`config.mk`:
```
export PLATFORM = sky130hd
export DESIGN_NAME = sdm_mem_flat
export DESIGN_NICKNAME = d
export VERILOG_FILES = /design/src/rtl/sdm_pkg.sv /design/src/rtl/sdm_link_if.sv /design/src/rtl/sdm_mem.sv /design/src/flat_wrapper.sv
export SDC_FILE = /design/constraint.sdc
export NUM_CORES = 1
export LEC_CHECK = 0
export ABC_AREA = 1
export ABC_CLOCK_PERIOD_IN_PS = 3100
export BUFFER_PORTS_ARGS = -buffer_cell sky130_fd_sc_hd__buf_2
export CORE_MARGIN = 2
export CORE_UTILIZATION = 55
export CTS_BUF_LIST = sky130_fd_sc_hd__clkbuf_16
export DETAILED_ROUTE_END_ITERATION = 8
export PLACE_DENSITY = 0.72
export SYNTH_ARGS = -nofsm -noshare
export SYNTH_HDL_FRONTEND = slang
export SYNTH_SLANG_ARGS = --single-unit
```
`constraint.sdc`:
```
create_clock -name i_clk -period 3.1 [get_ports i_clk]
set_input_delay 0.31 -clock i_clk [delete_from_list [all_inputs] [get_ports i_clk]]
set_output_delay 0.31 -clock i_clk [all_outputs]
set_load 0.005 [all_outputs]
```
`src/rtl/sdm_pkg.sv`:
```
// Shared constants for the mode-zero burst link
package sdm_pkg;
    // ----------------------------------------
    // Widths and clock period
    // ----------------------------------------
    localparam int MR_W = 19;
    localparam int DQ_W = 4;
    localparam int BEATS = 8;
    localparam int CLK_NS = 40;
    // ----------------------------------------
    // Mode word fields
    // ----------------------------------------
    localparam int BL_LSB = 0;
    localparam int CL_EXT_BIT = 2;
    localparam int BT_BIT = 3;
    localparam int CL_LSB = 4;
    localparam int DLL_BIT = 8;
    localparam int WR_LSB = 9;
    localparam int PD_BIT = 12;
    localparam int CHOP_BIT = 12;
    localparam logic [18:0] RSV_MASK = 19'h4e080;
    localparam logic [18:0] MODE_RST = 19'h00000;
    localparam logic [1:0] BL_FIXED8 = 2'h0;
    localparam logic [1:0] BL_OTF = 2'h1;
    localparam logic [1:0] BL_CHOP4 = 2'h2;
    // ----------------------------------------
    // Timing
    // ----------------------------------------
    localparam int LOCK_CYC = 512;
    localparam int MOD_CYC = 12;
    localparam int XPDLL_CYC = 10;
    localparam int XP_CYC = 3;
    localparam int T_WR_NS = 15;
    localparam int WR_CYC = (T_WR_NS + CLK_NS - 1) / CLK_NS;
    // ----------------------------------------
    // Commands and controller registers
    // ----------------------------------------
    typedef enum logic [1:0] {
        CMD_NOP = 2'h0,
        CMD_MRS = 2'h1,
        CMD_RD = 2'h2,
        CMD_WR = 2'h3
    } sdm_cmd_t;
    localparam logic [2:0] REG_CTRL = 3'h0;
    localparam logic [2:0] REG_MODE = 3'h1;
    localparam logic [2:0] REG_ADDR = 3'h2;
    localparam logic [2:0] REG_WDATA = 3'h3;
    localparam logic [2:0] REG_RDATA = 3'h4;

    // Latency code, bit 2 extends bits 6:4
    function automatic logic [3:0] cl_decode(input logic [3:0] c);
        case (c)
            4'h2: cl_decode = 4'h5;
            4'h4: cl_decode = 4'h6;
            4'h6: cl_decode = 4'h7;
            4'h8: cl_decode = 4'h8;
            4'ha: cl_decode = 4'h9;
            4'hc: cl_decode = 4'ha;
            4'he: cl_decode = 4'hb;
            4'h1: cl_decode = 4'hc;
            4'h3: cl_decode = 4'hd;
            4'h5: cl_decode = 4'he;
            default: cl_decode = 4'h5;
        endcase
    endfunction : cl_decode

    function automatic logic [3:0] wr_decode(input logic [2:0] c);
        case (c)
            3'h1: wr_decode = 4'h5;
            3'h2: wr_decode = 4'h6;
            3'h3: wr_decode = 4'h7;
            3'h4: wr_decode = 4'h8;
            3'h5: wr_decode = 4'ha;
            default: wr_decode = 4'hc;
        endcase
    endfunction : wr_decode

    function automatic logic [2:0] wr_encode(input int cyc);
        if (cyc <= 5) wr_encode = 3'h1;
        else if (cyc == 6) wr_encode = 3'h2;
        else if (cyc == 7) wr_encode = 3'h3;
        else if (cyc == 8) wr_encode = 3'h4;
        else if (cyc <= 10) wr_encode = 3'h5;
        else wr_encode = 3'h6;
    endfunction : wr_encode
endpackage : sdm_pkg

```
`src/rtl/sdm_link_if.sv`:
```
// Command, address and data link between controller and memory
`timescale 1ns/1ns
interface sdm_link_if;
    logic mem_rst_n;
    logic cke;
    logic [1:0] cmd;
    logic [2:0] bank;
    logic [18:0] addr;
    logic [3:0] dq_ctl;
    logic dq_ctl_oe_n;
    logic [3:0] dq_mem;
    logic dq_mem_oe_n;
    logic dqs_mem;
    logic dqs_mem_oe_n;

    modport ctl (
        output mem_rst_n, cke, cmd, bank, addr, dq_ctl, dq_ctl_oe_n,
        input dq_mem, dq_mem_oe_n, dqs_mem, dqs_mem_oe_n
    );
    modport mem (
        input mem_rst_n, cke, cmd, bank, addr, dq_ctl, dq_ctl_oe_n,
        output dq_mem, dq_mem_oe_n, dqs_mem, dqs_mem_oe_n
    );
endinterface : sdm_link_if

```
`src/rtl/sdm_mem.sv`:
```
// Memory end: mode word zero and the bursts it selects
`timescale 1ns/1ns
module sdm_mem #(
    parameter int COL_W = 6
) (
    // Clock and reset
    input wire logic i_clk,
    input wire logic i_rst,
    // Link
    sdm_link_if.mem link,
    // Status
    output logic o_loop_locked,
    output logic o_loop_running,
    output logic [3:0] o_read_latency,
    output logic [3:0] o_write_recovery,
    output logic o_interleaved
);
    if (COL_W < 3 || COL_W > 12) begin : g_bad_col
        $error("sdm_mem: COL_W out of range");
    end

    typedef enum logic [1:0] {
        ST_IDLE = 2'b00,
        ST_RWAIT = 2'b01,
        ST_RBURST = 2'b11,
        ST_WBURST = 2'b10
    } sdm_mst_t;

    // ----------------------------------------
    // Decode
    // ----------------------------------------
    logic [18:0] mode_config_zero_reg;
    logic clr_n;
    logic mrs_now;
    logic rd_now;
    logic wr_now;
    logic chop_now;
    logic [1:0] bl_code;
    assign clr_n = link.mem_rst_n;
    assign bl_code = mode_config_zero_reg[sdm_pkg::BL_LSB+1:sdm_pkg::BL_LSB];
    assign mrs_now = link.cke && link.cmd == sdm_pkg::CMD_MRS && link.bank == 3'h0;
    assign rd_now = link.cke && link.cmd == sdm_pkg::CMD_RD;
    assign wr_now = link.cke && link.cmd == sdm_pkg::CMD_WR;

    always_comb begin
        case (bl_code)
            sdm_pkg::BL_FIXED8: chop_now = 1'b0;
            sdm_pkg::BL_CHOP4: chop_now = 1'b1;
            sdm_pkg::BL_OTF: chop_now = !link.addr[sdm_pkg::CHOP_BIT];
            default: chop_now = 1'b0;
        endcase
    end

    // ----------------------------------------
    // Mode word
    // ----------------------------------------
    always_ff @(posedge i_clk) begin
        if (i_rst || !clr_n) begin
            mode_config_zero_reg <= sdm_pkg::MODE_RST;
        end else if (mrs_now) begin
            mode_config_zero_reg <= link.addr;
        end else begin
            mode_config_zero_reg[sdm_pkg::DLL_BIT] <= 1'b0;
        end
    end

    always_ff @(posedge i_clk) begin
        if (i_rst) begin
            o_read_latency <= 4'h5;
            o_write_recovery <= 4'hc;
            o_interleaved <= 1'b0;
        end else begin
            o_read_latency <= sdm_pkg::cl_decode({mode_config_zero_reg[6:4],
                mode_config_zero_reg[sdm_pkg::CL_EXT_BIT]});
            o_write_recovery <= sdm_pkg::wr_decode(mode_config_zero_reg[11:9]);
            o_interleaved <= mode_config_zero_reg[sdm_pkg::BT_BIT];
        end
    end

    // ----------------------------------------
    // Loop and sleep
    // ----------------------------------------
    logic [9:0] lock_cnt_reg;
    logic sleep_reg;
    always_ff @(posedge i_clk) begin
        if (i_rst || !clr_n) begin
            sleep_reg <= 1'b0;
            o_loop_running <= 1'b1;
        end else if (!link.cke) begin
            sleep_reg <= 1'b1;
            o_loop_running <= mode_config_zero_reg[sdm_pkg::PD_BIT];
        end else begin
            sleep_reg <= 1'b0;
            o_loop_running <= 1'b1;
        end
    end

    always_ff @(posedge i_clk) begin
        if (i_rst || !clr_n) begin
            lock_cnt_reg <= 10'h000;
        end else if (mrs_now && link.addr[sdm_pkg::DLL_BIT]) begin
            lock_cnt_reg <= 10'(sdm_pkg::LOCK_CYC);
        end else if (sleep_reg && link.cke && !o_loop_running) begin
            lock_cnt_reg <= 10'(sdm_pkg::XPDLL_CYC);
        end else if (lock_cnt_reg != 10'h000 && link.cke) begin
            lock_cnt_reg <= lock_cnt_reg - 10'h001;
        end
    end

    always_ff @(posedge i_clk) begin
        if (i_rst) begin
            o_loop_locked <= 1'b0;
        end else begin
            o_loop_locked <= o_loop_running && lock_cnt_reg == 10'h000;
        end
    end

    // ----------------------------------------
    // Burst engine
    // ----------------------------------------
    sdm_mst_t st_reg;
    logic [3:0] wait_reg;
    logic [2:0] beat_reg;
    logic chop_reg;
    logic [COL_W-1:0] start_reg;
    logic [COL_W-1:0] rd_col;
    logic [COL_W-1:0] wr_col;
    logic [sdm_pkg::DQ_W-1:0] mem_reg [2**COL_W];

    // Column of the current beat, held inside its aligned block
    always_comb begin
        rd_col = start_reg;
        rd_col[2] = start_reg[2] ^ (beat_reg[2] & !chop_reg);
        if (o_interleaved) begin
            rd_col[1:0] = start_reg[1:0] ^ beat_reg[1:0];
        end else begin
            rd_col[1:0] = start_reg[1:0] + beat_reg[1:0];
        end
        wr_col = start_reg;
        wr_col[2] = chop_reg ? start_reg[2] : beat_reg[2];
        wr_col[1:0] = beat_reg[1:0];
    end

    always_ff @(posedge i_clk) begin
        if (i_rst || !clr_n) begin
            st_reg <= ST_IDLE;
            wait_reg <= 4'h0;
            beat_reg <= 3'h0;
            chop_reg <= 1'b0;
            start_reg <= '0;
        end else begin
            case (st_reg)
                ST_IDLE: begin
                    beat_reg <= 3'h0;
                    chop_reg <= chop_now;
                    start_reg <= link.addr[COL_W-1:0];
                    if (rd_now) begin
                        wait_reg <= o_read_latency - 4'h1;
                        st_reg <= ST_RWAIT;
                    end else if (wr_now) begin
                        st_reg <= ST_WBURST;
                    end
                end
                ST_RWAIT: begin
                    wait_reg <= wait_reg - 4'h1;
                    if (wait_reg == 4'h1) begin
                        st_reg <= ST_RBURST;
                    end
                end
                ST_RBURST, ST_WBURST: begin
                    beat_reg <= beat_reg + 3'h1;
                    if (beat_reg == 3'h7) begin
                        st_reg <= ST_IDLE;
                    end
                end
                default: st_reg <= ST_IDLE;
            endcase
        end
    end

    always_ff @(posedge i_clk) begin
        if (st_reg == ST_WBURST && !(chop_reg && beat_reg[2])) begin
            mem_reg[wr_col] <= link.dq_ctl;
        end
    end

    // ----------------------------------------
    // Pin drivers
    // ----------------------------------------
    always_ff @(posedge i_clk) begin
        if (i_rst || !clr_n) begin
            link.dq_mem <= 4'h0;
            link.dq_mem_oe_n <= 1'b1;
            link.dqs_mem <= 1'b0;
            link.dqs_mem_oe_n <= 1'b1;
        end else if (st_reg == ST_RBURST && !(chop_reg && beat_reg[2])) begin
            link.dq_mem <= mem_reg[rd_col];
            link.dq_mem_oe_n <= 1'b0;
            link.dqs_mem <= !beat_reg[0];
            link.dqs_mem_oe_n <= 1'b0;
        end else begin
            link.dq_mem <= 4'h0;
            link.dq_mem_oe_n <= 1'b1;
            link.dqs_mem <= 1'b0;
            link.dqs_mem_oe_n <= 1'b1;
        end
    end
endmodule : sdm_mem

```
`src/flat_wrapper.sv`:
```
// flat-port wrapper written by rule: the top's interface ports become plain ports
module sdm_mem_flat 
#(
    parameter int COL_W = 6
)
  (i_clk, i_rst, o_loop_locked, o_loop_running, o_read_latency, o_write_recovery, o_interleaved, link_mem_rst_n, link_cke, link_cmd, link_bank, link_addr, link_dq_ctl, link_dq_ctl_oe_n, link_dq_mem, link_dq_mem_oe_n, link_dqs_mem, link_dqs_mem_oe_n);
  sdm_link_if link_i ();
  input wire logic i_clk;
  input wire logic i_rst;
  output logic o_loop_locked;
  output logic o_loop_running;
  output logic [3:0] o_read_latency;
  output logic [3:0] o_write_recovery;
  output logic o_interleaved;
  input wire logic [$bits(link_i.mem_rst_n)-1:0] link_mem_rst_n;
  input wire logic [$bits(link_i.cke)-1:0] link_cke;
  input wire logic [$bits(link_i.cmd)-1:0] link_cmd;
  input wire logic [$bits(link_i.bank)-1:0] link_bank;
  input wire logic [$bits(link_i.addr)-1:0] link_addr;
  input wire logic [$bits(link_i.dq_ctl)-1:0] link_dq_ctl;
  input wire logic [$bits(link_i.dq_ctl_oe_n)-1:0] link_dq_ctl_oe_n;
  output wire logic [$bits(link_i.dq_mem)-1:0] link_dq_mem;
  output wire logic [$bits(link_i.dq_mem_oe_n)-1:0] link_dq_mem_oe_n;
  output wire logic [$bits(link_i.dqs_mem)-1:0] link_dqs_mem;
  output wire logic [$bits(link_i.dqs_mem_oe_n)-1:0] link_dqs_mem_oe_n;
  assign link_i.mem_rst_n = link_mem_rst_n;
  assign link_i.cke = link_cke;
  assign link_i.cmd = link_cmd;
  assign link_i.bank = link_bank;
  assign link_i.addr = link_addr;
  assign link_i.dq_ctl = link_dq_ctl;
  assign link_i.dq_ctl_oe_n = link_dq_ctl_oe_n;
  assign link_dq_mem = link_i.dq_mem;
  assign link_dq_mem_oe_n = link_i.dq_mem_oe_n;
  assign link_dqs_mem = link_i.dqs_mem;
  assign link_dqs_mem_oe_n = link_i.dqs_mem_oe_n;
  sdm_mem #(.COL_W(COL_W)) u_core (.i_clk(i_clk), .i_rst(i_rst), .link(link_i), .o_loop_locked(o_loop_locked), .o_loop_running(o_loop_running), .o_read_latency(o_read_latency), .o_write_recovery(o_write_recovery), .o_interleaved(o_interleaved));
endmodule
```
==> impl_metrics.ini <==
[power_and_ir_drop]
p_total_mw = 10.2
p_leak_nw = 5.33
ir_worst_vdd_uv = 715
powerDensity_nw_per_um2 = 682

[critical_path]
cp-end-kind = flip-flop
crit_fanout = 110
start_kind = flip-flop
critPathKind = flip-flop to flip-flop
worstPathArrival_ns = 2.92
cp.required_ns = 3.52

[sta]
finalCritPeriodShare_pct = 80.5
tightest_slew_ns = 0.970
fin_crit_ns = 2.50
max_freq_ghz = 0.401
slew_headroom_pct = 35.3
holdWs_ns = 0.0592
clock_skew_ns = 0.0168
hold_viol_final = 0
slew_viol_final = 0
grt_setup_unrepaired = no
timing.setup.tns_ns = 0
setup_viol = 0

[drt]
drt-total-wl_mm = 29.6
via_per_inst = 5.68
drtPass1Iterations = 5
routedWlPerCell_um = 18.5
drt_iter0_markers = 934
post-route-drc-count = 0
vias = 9089
antenna_left = 0

[yosys]
ys_warn_count = 0
yosys.area.top_type = edfxtp_1
synth-edff-count = 256
avgSynthCellArea_um2 = 10.9
synthFlopType = edfxtp_1
ys_top_cells_by_area = edfxtp_1, dfxtp_1, nand3_1
yosysSeqAreaShare_pct = 66.9
syn-num-nets = 1253
async_reset_ff_share_pct = 0
yosysUniqueCellTypes = 35
synthCells = 1211
yosysMostFrequentCell = edfxtp_1
ys_ff_latch = 311
synthTopCellsByCount = edfxtp_1, nand2_1, nand3_1
syn_area_um2 = 13100
yosysTopAreaCellShare_pct = 58.5

[clock_network]
clock_sinks = 311
post_cts_buffers = 0
clk_latency_ns = 0.51
cts_tree = done
cts_max_path_buffers = 3
cts_root_buf = clkbuf_16
ctsHoldBuffers = 1
cts_inserted_buffers = 34
clkTransAtPathRegs_ns = 0.06
ctsHtreeMaxLevel = 2
post_cts_resized = 0

[placed_design]
io_buffers = 42
dp_hpwl_mm = 17.9
gp_routability_congestion = 0.874
dp_cells = 1539

[floorplan]
num_io_pins = 51
die_area_um2 = 25100
rows = 56
core_area_um2 = 23500
start_util_pct = 56.0
die_h_um = 159
die_x_um = 159

[global_route]
grt_overflow_total = 0
busiest_layer = met2
grt_pass1_vias = 8903
met2_usage_pct = 40.5
grtUsageMet3_pct = 4.14
met1_usage_pct = 32.6
grt_pass1_wl_mm = 46.4
antenna_found_initial = 0
grt_max_degree = 111
grt_usage_pct = 24.4

[final_layout]
utilization_pct = 63.4
area_growth_syn_to_layout_pct = 13.3
diodes = 0
n_fill_cell = 1844
stdcell_count = 1601
layout-drive-gt1-share_pct = 10.8
fin_nets = 1299
largest_reg_flops = 256

[status]
outcome = completed

[hold_path]
hold_class = input port to flip-flop

[run]
cap_violations = 0
## kinds of logic (layout without fill, tap and decap cells)
logic type,Yosys count,after routing,share of synthesized area [%]
AND/OR/NAND/NOR,582,582,19.1
flip-flops,311,311,66.9
AO/OA/AOI/OAI,154,154,6.92
buffers and inverters,126,197,4.05
multiplexers,26,26,1.98
adder cells (fa/ha/maj),9,9,0.857
XOR/XNOR,3,3,0.200
## cell usage in the layout (no fill, tap or decap), drive strengths merged, types with 5 or more instances in the layout
cell	n
clkinv	15
nand2	222
dfxtp	55
nor3	10
mux2i	26
a21oi	34
or2	12
edfxtp	256
nor2	135
o21ai	64
bufinv	5
clkbuf	37
buf	68
inv	68
a21boi	43
nand3	189
ha	9
## final timing paths
| check | start | endpoint | slack [ns] | cells past startpoint |
|---|---|---|---|---|
| worst max-delay path | u_core.start_reg[0] | u_core.link.dq_mem[3] | 0.60 | 11 |
| worst min-delay path | link_addr[11] | u_core.mode_config_zero_reg[11] | 0.06 | 3 |
| worst max register to register | u_core.start_reg[0] | u_core.link.dq_mem[3] | 0.60 | 11 |
| worst min register to register | u_core.mode_config_zero_reg[3] | u_core.o_interleaved | 0.44 | 2 |
## power by group
part	internal (mW)	switching [mW]	leakage, nW
clock network	2.57	1.59	0.579
logic	0.458	0.860	2.01
registers	4.61	0.0754	2.75
total	7.64	2.52	5.33
## per-stage QoR
step / area, um2 / setup slack, ns
floorplan: 13100 / 1.25
global placement: 13700 / 0.681
detailed placement: 13700 / 0.680
CTS: 14900 / 0.655
global route: 14900 / 0.428
finish: 14900 / 0.604
## metal layers
| layer | vias to the layer above | routed length (um) | share of wire [%] |
|---|---|---|---|
| met4 | 0 | 799 | 2.7 |
| met3 | 65 | 2410 | 8.1 |
| met2 | 400 | 14100 | 47 |
| li1 | 4333 | - | - |
| met1 | 4291 | 12300 | 42 |
| met5 | - | 0 | 0 |
## layout make-up
class	count	area [um2]	share of cell area (%)
Clock inverter	24	253	1.70
Inverter	67	251	1.69
Clock buffer	37	926	6.22
Sequential cell	311	8790	59.0
Multi-Input combinational cell	774	3830	25.7
Timing Repair Buffer	69	440	2.96
Tap cell	319	399	2.68
## worst max-delay path: stages (launching register included)
cell	delay (ns)
dfxtp_1	0.33
ha_4	0.53
buf_12	0.45
nand2_1	0.09
and2_0	0.17
nand3_1	0.09
nand3_1	0.10
nand3_1	0.15
nand3_1	0.14
nand2_1	0.10
nor2_1	0.04
nor2_1	0.12
Note: power is estimated with default switching activity, not from simulation.
